$ cat src/verilog/dtde_pkg.sv
// Shared constants and types for the data transfer decode/execute unit.
// Assumes one 40 MHz clock and a 16-bit byte-addressed memory bus.
package dtde_pkg;

    // Instruction repertoire and functional groups
    localparam int unsigned NUM_OPS    = 55;
    localparam logic [5:0]  OP_LAST    = 6'h36;
    // First operation index of each group, in group order
    localparam logic [5:0]  GRP_ARITH  = 6'h01;
    localparam logic [5:0]  GRP_LOGIC  = 6'h0F;
    localparam logic [5:0]  GRP_SHIFT  = 6'h13;
    localparam logic [5:0]  GRP_BIT    = 6'h1B;
    localparam logic [5:0]  GRP_BRANCH = 6'h29;
    localparam logic [5:0]  GRP_SYSCTL = 6'h2E;
    localparam logic [5:0]  GRP_BLOCK  = 6'h36;

    // Address forming
    localparam logic [7:0]  SHORT_ABS_PAGE = 8'hFF;
    localparam logic [15:0] STEP_BYTE      = 16'h0001;
    localparam logic [15:0] STEP_WORD      = 16'h0002;
    localparam logic [15:0] WORD_ALIGN     = 16'hFFFE;
    localparam logic [2:0]  STACK_REG      = 3'h7;
    localparam logic [15:0] REG_RESET      = 16'h0000;

    typedef enum logic [2:0] {
        DTDE_GRP_TRANSFER = 3'b000,
        DTDE_GRP_ARITH    = 3'b001,
        DTDE_GRP_LOGIC    = 3'b010,
        DTDE_GRP_SHIFT    = 3'b011,
        DTDE_GRP_BIT      = 3'b100,
        DTDE_GRP_BRANCH   = 3'b101,
        DTDE_GRP_SYSCTL   = 3'b110,
        DTDE_GRP_BLOCK    = 3'b111
    } dtde_group_t;

    typedef enum logic [2:0] {
        REG_DIRECT_MODE            = 3'b000,
        REG_INDIRECT_MODE          = 3'b001,
        DISPLACEMENT_INDIRECT_MODE = 3'b010,
        LONG_ABSOLUTE_MODE         = 3'b011,
        SHORT_ABSOLUTE_MODE        = 3'b100,
        WIDE_IMMEDIATE_MODE        = 3'b101,
        PREDECREMENT_MODE          = 3'b110,
        POSTINCREMENT_MODE         = 3'b111
    } dtde_mode_t;

    typedef enum logic [1:0] {
        ST_IDLE   = 2'b00,
        ST_ACCESS = 2'b01,
        ST_FINISH = 2'b10
    } dtde_state_t;

    // Decoded instruction handed in by the fetch stage
    typedef struct packed {
        logic        valid;
        logic [5:0]  op_index; // 0 .. 54, 0 is the move operation
        logic        word;     // 1: move_word_op, 0: move_byte_op
        logic        store;    // 1: register to memory, 0: to register
        dtde_mode_t  mode;
        logic [2:0]  ptr_reg;  // Pointer, or for register direct the source of loads and destination of stores
        logic [2:0]  data_reg; // Source for stores, destination for loads
        logic [15:0] ext;      // Displacement, absolute or immediate
    } dtde_req_t;

    // Memory bus request
    typedef struct packed {
        logic        req;
        logic        we;
        logic        word;
        logic [15:0] addr;
        logic [15:0] wdata;
    } dtde_mem_t;

endpackage

$ cat src/verilog/dtde_move_unit.sv
// Decode and execute unit for the data transfer group (move, push, pop).
// Assumes a memory bus that answers each request with a one-cycle ack.

module dtde_move_unit #(
    parameter int unsigned NREGS = 8
) (
    // Clock and reset
    input  wire logic              clk,
    input  wire logic              arst_n,
    // Decoded instruction
    input  wire dtde_pkg::dtde_req_t req,
    output logic                   req_ready_q,
    // Completion
    output logic                   done_q,
    output logic                   fault_q,
    output dtde_pkg::dtde_group_t  group_q,
    output logic                   stack_op_q,
    // Memory bus
    output dtde_pkg::dtde_mem_t    mem_q,
    input  wire logic              mem_ack,
    input  wire logic [15:0]       mem_rdata,
    // Register observation
    input  wire logic [2:0]        peek_sel,
    output logic [15:0]            peek_data_q
);

    // Reset release through two flip-flops
    logic rst_meta_q;
    logic rst_n_q;
    always_ff @(posedge clk or negedge arst_n) begin
        if (!arst_n) begin
            rst_meta_q <= 1'b0;
            rst_n_q    <= 1'b0;
        end else begin
            rst_meta_q <= 1'b1;
            rst_n_q    <= rst_meta_q;
        end
    end

    // Group of an operation index
    function automatic dtde_pkg::dtde_group_t group_of(input logic [5:0] idx);
        if (idx >= dtde_pkg::GRP_BLOCK) begin
            group_of = dtde_pkg::DTDE_GRP_BLOCK;
        end else if (idx >= dtde_pkg::GRP_SYSCTL) begin
            group_of = dtde_pkg::DTDE_GRP_SYSCTL;
        end else if (idx >= dtde_pkg::GRP_BRANCH) begin
            group_of = dtde_pkg::DTDE_GRP_BRANCH;
        end else if (idx >= dtde_pkg::GRP_BIT) begin
            group_of = dtde_pkg::DTDE_GRP_BIT;
        end else if (idx >= dtde_pkg::GRP_SHIFT) begin
            group_of = dtde_pkg::DTDE_GRP_SHIFT;
        end else if (idx >= dtde_pkg::GRP_LOGIC) begin
            group_of = dtde_pkg::DTDE_GRP_LOGIC;
        end else if (idx >= dtde_pkg::GRP_ARITH) begin
            group_of = dtde_pkg::DTDE_GRP_ARITH;
        end else begin
            group_of = dtde_pkg::DTDE_GRP_TRANSFER;
        end
    endfunction

    // State
    dtde_pkg::dtde_state_t state_q, state_d;
    logic [15:0]           regs_q [NREGS];
    logic [15:0]           regs_d [NREGS];
    logic                  ld_q, ld_d;           // Pending memory load
    logic                  post_q, post_d;       // Pending pointer increment
    logic                  wd_q, wd_d;           // Pending access is a word
    logic [2:0]            dst_q, dst_d;
    logic [2:0]            ptr_q, ptr_d;
    logic                  ready_d, done_d, fault_d, stack_d;
    dtde_pkg::dtde_group_t group_d;
    dtde_pkg::dtde_mem_t   mem_d;
    logic [15:0]           peek_d;

    // Decode, address forming and execution
    always_comb begin
        logic [15:0] step;
        logic [15:0] ptr_val;
        logic [15:0] src_val;
        logic [15:0] ea;
        logic        is_mem;
        step    = 16'h0000;
        ptr_val = 16'h0000;
        src_val = 16'h0000;
        ea      = 16'h0000;
        is_mem  = 1'b0;
        state_d = state_q;
        regs_d  = regs_q;
        ld_d    = ld_q;
        post_d  = post_q;
        wd_d    = wd_q;
        dst_d   = dst_q;
        ptr_d   = ptr_q;
        ready_d = 1'b0;
        done_d  = 1'b0;
        fault_d = 1'b0;
        stack_d = stack_op_q;
        group_d = group_q;
        mem_d   = mem_q;
        peek_d  = regs_q[peek_sel];
        case (state_q)
            dtde_pkg::ST_IDLE: begin
                ready_d = 1'b1;
                if (req.valid) begin
                    ready_d = 1'b0;
                    state_d = dtde_pkg::ST_FINISH;
                    group_d = group_of(req.op_index);
                    // Step size by operand size; register seven is trusted to be word sized
                    step    = req.word ? dtde_pkg::STEP_WORD : dtde_pkg::STEP_BYTE;
                    ptr_val = regs_q[req.ptr_reg];
                    src_val = regs_q[req.data_reg];
                    // Push and pop are word moves through register seven
                    stack_d = req.word && (req.ptr_reg == dtde_pkg::STACK_REG)
                              && (req.store ? req.mode == dtde_pkg::PREDECREMENT_MODE
                                            : req.mode == dtde_pkg::POSTINCREMENT_MODE);
                    case (req.mode)
                        dtde_pkg::REG_INDIRECT_MODE: begin
                            ea     = ptr_val;
                            is_mem = 1'b1;
                        end
                        dtde_pkg::DISPLACEMENT_INDIRECT_MODE: begin
                            ea     = ptr_val + req.ext;
                            is_mem = 1'b1;
                        end
                        dtde_pkg::LONG_ABSOLUTE_MODE: begin
                            ea     = req.ext;
                            is_mem = 1'b1;
                        end
                        dtde_pkg::SHORT_ABSOLUTE_MODE: begin
                            ea     = {dtde_pkg::SHORT_ABS_PAGE, req.ext[7:0]};
                            is_mem = 1'b1;
                        end
                        dtde_pkg::PREDECREMENT_MODE: begin
                            ea     = ptr_val - step;
                            is_mem = 1'b1;
                            regs_d[req.ptr_reg] = ea;
                        end
                        dtde_pkg::POSTINCREMENT_MODE: begin
                            ea     = ptr_val;
                            is_mem = 1'b1;
                        end
                        default: begin
                            ea     = 16'h0000;
                            is_mem = 1'b0;
                        end
                    endcase
                    if (group_d != dtde_pkg::DTDE_GRP_TRANSFER
                        || req.op_index != 6'h00
                        || (req.word && req.mode == dtde_pkg::SHORT_ABSOLUTE_MODE)
                        || (req.store && req.mode == dtde_pkg::WIDE_IMMEDIATE_MODE)) begin
                        // Not a move this unit executes: refuse without side effects
                        fault_d = 1'b1;
                        regs_d  = regs_q;
                        stack_d = 1'b0;
                    end else if (!is_mem) begin
                        // Register direct and immediate complete without the bus
                        if (req.mode == dtde_pkg::WIDE_IMMEDIATE_MODE) begin
                            regs_d[req.data_reg] = req.word ? req.ext
                                : {regs_q[req.data_reg][15:8], req.ext[7:0]};
                        end else if (req.store) begin
                            regs_d[req.ptr_reg] = req.word ? src_val
                                : {regs_q[req.ptr_reg][15:8], src_val[7:0]};
                        end else begin
                            regs_d[req.data_reg] = req.word ? ptr_val
                                : {regs_q[req.data_reg][15:8], ptr_val[7:0]};
                        end
                    end else begin
                        // Issue the memory access
                        state_d    = dtde_pkg::ST_ACCESS;
                        mem_d.req  = 1'b1;
                        mem_d.we   = req.store;
                        mem_d.word = req.word;
                        mem_d.addr = req.word ? (ea & dtde_pkg::WORD_ALIGN) : ea;
                        mem_d.wdata = req.word ? src_val : {8'h00, src_val[7:0]};
                        ld_d   = !req.store;
                        post_d = (req.mode == dtde_pkg::POSTINCREMENT_MODE);
                        wd_d   = req.word;
                        dst_d  = req.data_reg;
                        ptr_d  = req.ptr_reg;
                    end
                end
            end
            dtde_pkg::ST_ACCESS: begin
                if (mem_ack) begin
                    mem_d.req = 1'b0;
                    state_d   = dtde_pkg::ST_FINISH;
                    if (post_q) begin
                        regs_d[ptr_q] = regs_q[ptr_q]
                            + (wd_q ? dtde_pkg::STEP_WORD : dtde_pkg::STEP_BYTE);
                    end
                    // Loaded value wins when the loaded register is also the pointer
                    if (ld_q) begin
                        regs_d[dst_q] = wd_q ? mem_rdata
                            : {regs_q[dst_q][15:8], mem_rdata[7:0]};
                    end
                end
            end
            dtde_pkg::ST_FINISH: begin
                // A refused request finishes without a completion pulse
                done_d  = !fault_q;
                ready_d = 1'b1;
                state_d = dtde_pkg::ST_IDLE;
            end
            default: begin
                state_d = dtde_pkg::ST_IDLE;
            end
        endcase
    end

    // Registers
    always_ff @(posedge clk or negedge rst_n_q) begin
        if (!rst_n_q) begin
            state_q     <= dtde_pkg::ST_IDLE;
            for (int i = 0; i < NREGS; i++) begin
                regs_q[i] <= dtde_pkg::REG_RESET;
            end
            ld_q        <= 1'b0;
            post_q      <= 1'b0;
            wd_q        <= 1'b0;
            dst_q       <= 3'h0;
            ptr_q       <= 3'h0;
            req_ready_q <= 1'b0;
            done_q      <= 1'b0;
            fault_q     <= 1'b0;
            group_q     <= dtde_pkg::DTDE_GRP_TRANSFER;
            stack_op_q  <= 1'b0;
            mem_q       <= '0;
            peek_data_q <= 16'h0000;
        end else begin
            state_q     <= state_d;
            regs_q      <= regs_d;
            ld_q        <= ld_d;
            post_q      <= post_d;
            wd_q        <= wd_d;
            dst_q       <= dst_d;
            ptr_q       <= ptr_d;
            req_ready_q <= ready_d;
            done_q      <= done_d;
            fault_q     <= fault_d;
            group_q     <= group_d;
            stack_op_q  <= stack_d;
            mem_q       <= mem_d;
            peek_data_q <= peek_d;
        end
    end

endmodule

$ cat config.mk
export PLATFORM = sky130hd
export DESIGN_NAME = dtde_move_unit
export DESIGN_NICKNAME = d
export VERILOG_FILES = /design/src/verilog/dtde_pkg.sv /design/src/verilog/dtde_move_unit.sv
export SDC_FILE = /design/constraint.sdc
export NUM_CORES = 2
export LEC_CHECK = 0
export BUFFER_PORTS_ARGS = -buffer_cell sky130_fd_sc_hd__buf_4
export CELL_PAD_IN_SITES_DETAIL_PLACEMENT = 0
export CELL_PAD_IN_SITES_GLOBAL_PLACEMENT = 1
export CORE_UTILIZATION = 30
export DETAILED_ROUTE_END_ITERATION = 10
export GPL_TIMING_DRIVEN = 0
export PLACE_DENSITY_LB_ADDON = 0.25
export SYNTH_ARGS = -nofsm -noshare
export SYNTH_HDL_FRONTEND = slang
export SYNTH_SLANG_ARGS = --single-unit
$ cat constraint.sdc
create_clock -name clk -period 5.78 [get_ports clk]
set_input_delay 0.289 -clock clk [delete_from_list [all_inputs] [get_ports clk]]
set_output_delay 0.289 -clock clk [all_outputs]
set_load 0.02 [all_outputs]
# [Yosys cells after proc, flatten, opt, wreduce, memory -nomap -nowiden]
# Index checks and enable logic that the tools add are counted.
[word_totals] register_bits=198 output_inout_bits=58 inputBits=56 elab_cells=171
[op_classes] n_mux=82 add_sub_neg=3 bitwise=6 order_cmp=16 reduce_logical=24 n_eq_ne=14
[op_table] operator="two-way mux 128 bit" n=13
[op_table] operator="bitwise mux 128 bit" n=6
[op_table] operator="two-way mux 16 bit" n=19
[op_table] operator="one-hot mux 128 bit (2 select lines)" n=1
[op_table] operator="binary-select mux 16 bit (select 3 bit)" n=5
[op_table] operator="demux 16 bit (select 3 bit)" n=4
[op_table] operator="two-way mux 35 bit" n=3
[op_table] operator="one-hot mux 16 bit (5 select lines)" n=1
[op_table] operator=">= comparator 4 bit, second input constant" n=5
[op_table] operator="NOT 3 -> 4 bit" n=5
[op_table] operator=">= comparator 6 bit, second input constant" n=3
[op_table] operator="two-way mux 3 bit" n=6
[op_table] operator="adder 16 bit" n=1
[op_table] operator="adder 16 x 2 -> 16 bit" n=1
[op_table] operator="< comparator 4 x 1 -> 1 bit, second input constant" n=4
[op_table] operator="two-way mux 2 bit" n=8
[op_table] operator="subtractor 16 x 2 -> 16 bit" n=1
[op_table] operator="== test 3 bit, second input constant" n=5
[op_table] operator="two-way mux 1 bit" n=13
[op_table] operator=">= comparator 6 x 5 -> 1 bit, second input constant" n=2
[op_table] operator="logical AND 1 bit" n=8
[op_table] operator="!= test 2 bit, second input constant" n=4
[op_table] operator="AND reduction 4 bit" n=2
[op_table] operator="== test 3 x 2 -> 1 bit, second input constant" n=2
[op_table] operator="other kinds (18)" n=23

# [Depth between registers and ports, before layout]
[logic_depth] ltp_word=17 ltp_mapped=21 depth_no_buf=13

# [Least setup slack after synthesis]
# Ideal clock, no wire load.
[synth_path] path_type="input -> register" start="input req[21] (netlist bit)" end="register regs_q[12] (netlist bit)" path_slack_ns=1.400 cell_stages=20 path_buffers=7 setup_ns=0.124 arrival_ns=4.256 path_cell_list="buf_6 -> buf_6 -> buf_6 -> buf_6 -> buf_6 -> buf_2 -> buf_2 -> mux2_2 -> a221oi_1 -> o21ai_1 -> inv_1 -> ha_1 -> fa_1 -> inv_1 -> a211oi_1 -> nand4_1 -> nand2b_1 -> xnor2_1 -> a221oi_1 -> o31a_1"
[synth_via] elab_chain_len=16 word_cells_on_any_way=25
[synth_lines] item="start, declared" line="dtde_move_unit.sv:11" source="input wire dtde_pkg::dtde_req_t req,"
[synth_lines] item="NOT 3 -> 4 bit *"
[synth_lines] item="binary-select mux 16 bit (select 3 bit), or another cell as far along" line="dtde_move_unit.sv:110, dtde_move_unit.sv:162"
[synth_lines] item="two-way mux 16 bit (not written as such) or logical AND 1 bit (tied branches)"
[synth_lines] item="two-way mux 16 bit, on equally long branches"
[synth_lines] item="subtractor 16 x 2 -> 16 bit or demux 16 bit (select 3 bit) (tied branches)" line="dtde_move_unit.sv:134, dtde_move_unit.sv:136, dtde_move_unit.sv:161"
[synth_lines] item="bitwise mux 128 bit" line="dtde_move_unit.sv:136" source="regs_d[req.ptr_reg] = ea;"
[synth_lines] item="two-way mux 128 bit" line="dtde_move_unit.sv:116" source="case (req.mode)"
[synth_lines] item="two-way mux 128 bit" line="dtde_move_unit.sv:104" source="if (req.valid) begin"
[synth_lines] item="two-way mux 128 bit" line="dtde_move_unit.sv:101" source="case (state_q)"
[synth_lines] item="bitwise mux 128 bit, on equally long branches" line="dtde_move_unit.sv:164, dtde_move_unit.sv:161"
[synth_lines] item="two-way mux 128 bit" line="dtde_move_unit.sv:160" source="end else if (req.store) begin"
[synth_lines] item="two-way mux 128 bit" line="dtde_move_unit.sv:157" source="if (req.mode == dtde_pkg::WIDE_IMMEDIATE_MODE) begin"
[synth_lines] item="two-way mux 128 bit *" line="dtde_move_unit.sv:155" source="end else if (!is_mem) begin"
[synth_lines] item="two-way mux 128 bit *" line="dtde_move_unit.sv:147" source="if (group_d != dtde_pkg::DTDE_GRP_TRANSFER"
[synth_lines] item="two-way mux 128 bit *" line="dtde_move_unit.sv:104"
[synth_lines] item="one-hot mux 128 bit (2 select lines) *" line="dtde_move_unit.sv:101"
[synth_lines] item="end signal, assigned by index" line="dtde_move_unit.sv:215" source="regs_q[i] <= dtde_pkg::REG_RESET;"
[synth_lines] item="end signal, assigned" line="dtde_move_unit.sv:231" source="regs_q <= regs_d;"
[synth_lines] item="end, declared" line="dtde_move_unit.sv:63" source="logic [15:0] regs_q [NREGS];"
# Mark *: on every way between the ends. The rest lies on a longest branch, timed or not. The select of a mux whose other input is x is not followed.
# A chain may end at the register's enable or synchronous reset.

# [Worst setup path after layout]
[layout_path] start="input req[20] (netlist bit)" end="register regs_q[87] (netlist bit)"
[layout_via] elab_chain_len=16 word_cells_on_any_way=24
[layout_lines] item="NOT 3 -> 4 bit *" line="dtde_move_unit.sv:110, dtde_move_unit.sv:136, dtde_move_unit.sv:161"
[layout_lines] item="binary-select mux 16 bit (select 3 bit), or another cell as far along" line="dtde_move_unit.sv:110" source="ptr_val = regs_q[req.ptr_reg];"
[layout_lines] item="two-way mux 16 bit (not written as such) or logical AND 1 bit (tied branches)" line="dtde_move_unit.sv:110, dtde_move_unit.sv:136, dtde_move_unit.sv:161"
[layout_lines] item="two-way mux 16 bit, on equally long branches" line="dtde_move_unit.sv:110, dtde_move_unit.sv:136, dtde_move_unit.sv:161"
[layout_lines] item="subtractor 16 x 2 -> 16 bit or demux 16 bit (select 3 bit) (tied branches)" line="dtde_move_unit.sv:134, dtde_move_unit.sv:136, dtde_move_unit.sv:161"
[layout_lines] item="bitwise mux 128 bit" line="dtde_move_unit.sv:136"
[layout_lines] item="two-way mux 128 bit" line="dtde_move_unit.sv:116"
[layout_lines] item="two-way mux 128 bit" line="dtde_move_unit.sv:104"
[layout_lines] item="two-way mux 128 bit" line="dtde_move_unit.sv:101"
[layout_lines] item="bitwise mux 128 bit, on equally long branches" line="dtde_move_unit.sv:164, dtde_move_unit.sv:161"
[layout_lines] item="two-way mux 128 bit" line="dtde_move_unit.sv:160"
[layout_lines] item="two-way mux 128 bit" line="dtde_move_unit.sv:157"
[layout_lines] item="two-way mux 128 bit *" line="dtde_move_unit.sv:155"
[layout_lines] item="two-way mux 128 bit *" line="dtde_move_unit.sv:147"
[layout_lines] item="two-way mux 128 bit *" line="dtde_move_unit.sv:104"
[layout_lines] item="one-hot mux 128 bit (2 select lines) *" line="dtde_move_unit.sv:101"
# Marked as above.

==> qor.yml <==
ys_types: 96
finalPower_mw: 6.669
num_vias: 30740
hold_viol: 0
setup.worst_path.start_class: "input pin"
syn_area_per_cell_um2: 7.695
min_path_type: "in -> async"
fin_setup_tns_ns: -0.02416
p_per_area_nw_per_um2: 259.9
timing.final.crit_period_ns: 5.796
finalNonFillerCells: 4058
cp_data_required_time_ns: 6.21
violations: "max-capacitance violations, max-slew violations, negative setup slack"
multi_input_comb_area_um2: 16500
ys_warn_count: 0
cts_buffers: 17
drv_slew: 32
worstMarginPinSlew_ns: 1.621
syn_area_um2: 22510
fin_util_pct: 34.53
cts_tree: "yes"
path_clk_slew_ns: 0.11
synth-edff-count: 0
grt_pass1_wl_mm: 257.0
synthCells: 2925
cts_sinks: 198
syn_to_final_growth_pct: 14.01
nFillCells: 7957
clk_path_buf_depth: 2
worstPathMaxFanout: 10
drive_gt1_share_pct: 13.53
viasPerCell: 7.576
antenna_found_initial: 16
clockRootBuffer: "clkbuf_16"
holdWs_ns: 0.06380
start_util_pct: 30.28
netlist.top_cell.by_area: "dfrtp_1"
die_x_um: 275.9
wire_per_inst_um: 48.51
max_freq_mhz: 172.5
fin_nets: 3140
fin_ws_ns: -0.01644
row_count: 100
status: "finished, violations left"
dp.cells: 4008
end_kind: "flip-flop"
route.detailed.drc: 0
synthArstFlopShare_pct: 100.0
numPortBuffers: 102
fin_crit_sh_pct: 100.3
dieArea_um2: 76130
grt_max_degree: 64
p_leak_nw: 9.379
grt_usage_pct: 50.73
ys_seq_elements: 198
drtPass1Iterations: 9
synthFlopType: "dfrtp_1"
totalWireLength_mm: 196.9
maxSlewHeadroom_pct: -8.476
synth-seq-area-share_pct: 22.01
fin_area_um2: 25660
die_h_um: 275.9
dpl_cell_area_um2: 24750
drtAntennaViolNets: 0
clk_latency_ns: 0.55
boundaryPins: 114
vdd_ir_drop_max_v: 0.0002127
synth.area.top_cells: "dfrtp_1 22%, mux4_2 8.2%, o21ai_0 6.6%"
first_iter_violations: 6157
crit_arrival_ns: 6.23
worstSetupPathType: "in -> reg"
core_area_um2: 74320
drv_cap: 5
grt_pass1_vias: 28120
grt_overflow: 0
synth_top_area_share_pct: 22.01
seqCellArea_um2: 4959
synth_nets: 3003
ctsHtreeMaxLevel: 4
pre_cts_slack_ns: -0.9606
finClkSkew_ns: 0.02359
routabilityCongestion: 1.125
setup_viol: 2
dp_hpwl_mm: 153.2
==> state kept, by name (all words and copies together), names as in the netlist <==
name and flops:
ptr_q 3, rst_n_q 1, regs_q 128, rst_meta_q 1, dst_q 3, ld_q 1
post_q 1, mem_q 34, wd_q 1, req_ready_q 1, stack_op_q 1, fault_q 1
state_q 2, group_q 3, peek_data_q 16, done_q 1
==> layer usage <==
| metal | part of all wire (%) | GRT usage, % | vias to the layer above |
|---|---|---|---|
| met5 | 0.030 | 0 | - |
| met4 | 9.3 | 38.26 | 8 |
| met3 | 14 | 21.18 | 775 |
| met2 | 39 | 69.47 | 2946 |
| met1 | 38 | 62.73 | 15420 |
| li1 | - | - | 11590 |
==> Yosys cell counts (all sizes together) (10+ instances only) <==
master,instances
a211oi,49
a21o,17
a21oi,265
a221o,34
a221oi,71
a222oi,20
a22o,27
a22oi,53
a31oi,39
and2,26
and3,12
buf,69
clkbuf,204
dfrtp,198
ha,19
inv,32
mux2,66
mux2i,69
mux4,82
nand2,371
nand2b,21
nand3,63
nand3b,10
nand4,11
nor2,265
nor2b,32
nor3,50
nor4,12
o211ai,73
o21a,20
o21ai,301
o221ai,33
o22ai,47
o2bb2ai,18
o311ai,10
o31ai,38
xnor2,26
xor2,14
==> power by group <==
group / total, mW / internal, mW / switching, mW
sequential: 2.30 / 1.57 / 0.729
combinational: 2.90 / 1.02 / 1.87
clock: 1.47 / 0.642 / 0.828
==> placed cells by master, fill, tap and decap left out, drive strengths merged, types with 63 or more instances in the layout <==
cell / instances
nand2: 371
o21ai: 301
a21oi: 265
nor2: 265
clkbuf: 226
dfrtp: 198
buf: 180
mux4: 82
o211ai: 73
a221oi: 71
mux2i: 69
mux2: 66
nand3: 63
==> cell type report <==
| cell class | count | share of cell area [%] |
|---|---|---|
| Sequential cell | 198 | 19.32 |
| Multi-Input combinational cell | 2417 | 64.30 |
| Buffer | 270 | 4.481 |
| Timing Repair Buffer | 121 | 4.003 |
| Tap cell | 969 | 4.725 |
| Antenna cell | 14 | 0.1365 |
| Clock inverter | 15 | 0.8289 |
| Inverter | 37 | 0.5412 |
| Clock buffer | 17 | 1.658 |
==> cells by family after synthesis <==
kind of cell | share of synthesized area, %
mux | 14.58
simple gates | 18.44
fa+ha+maj | 1.323
xor+xnor | 1.590
other cells | 0.01666
compound gates | 36.31
buf+inv | 5.726
flops | 22.01
==> timing repair <==
action	CTS	global route
pin swaps	1	1
endpoints found under the hold margin	3	0
resized for setup	16	14
hold buffers	2	0
setup buffers	3	1
endpoints found under the setup margin	44	48
==> final timing paths <==
path	endpoint	cells after the start	slack (ns)	from
max in group asynchronous	group_q[2]	2	4.19	rst_n_q
min in group clk	group_q[2]	3	0.07	req[32]
max reg2reg	regs_q[109]	16	0.11	ptr_q[1]
max	regs_q[87]	19	-0.02	req[20]
min reg2reg	regs_q[114]	0	0.37	rst_n_q
min	rst_n_q	2	0.06	arst_n
==> critical path, cell delays in order <==
cell and delay [ns]:
buf_2 0.21, buf_6 0.18, buf_6 0.19, buf_2 0.31, buf_2 0.32, clkbuf_4 0.37, and3_1 0.21, clkbuf_4 0.32
a22oi_1 0.17, o2111a_1 0.28, inv_1 0.33, ha_1 0.30, nor2b_1 0.15, a2111oi_4 0.38, and4_1 0.34, clkbuf_2 0.28
xnor2_1 0.54, o21ai_0 0.55, a221o_1 0.45
Power figures use the tool's default switching activity.
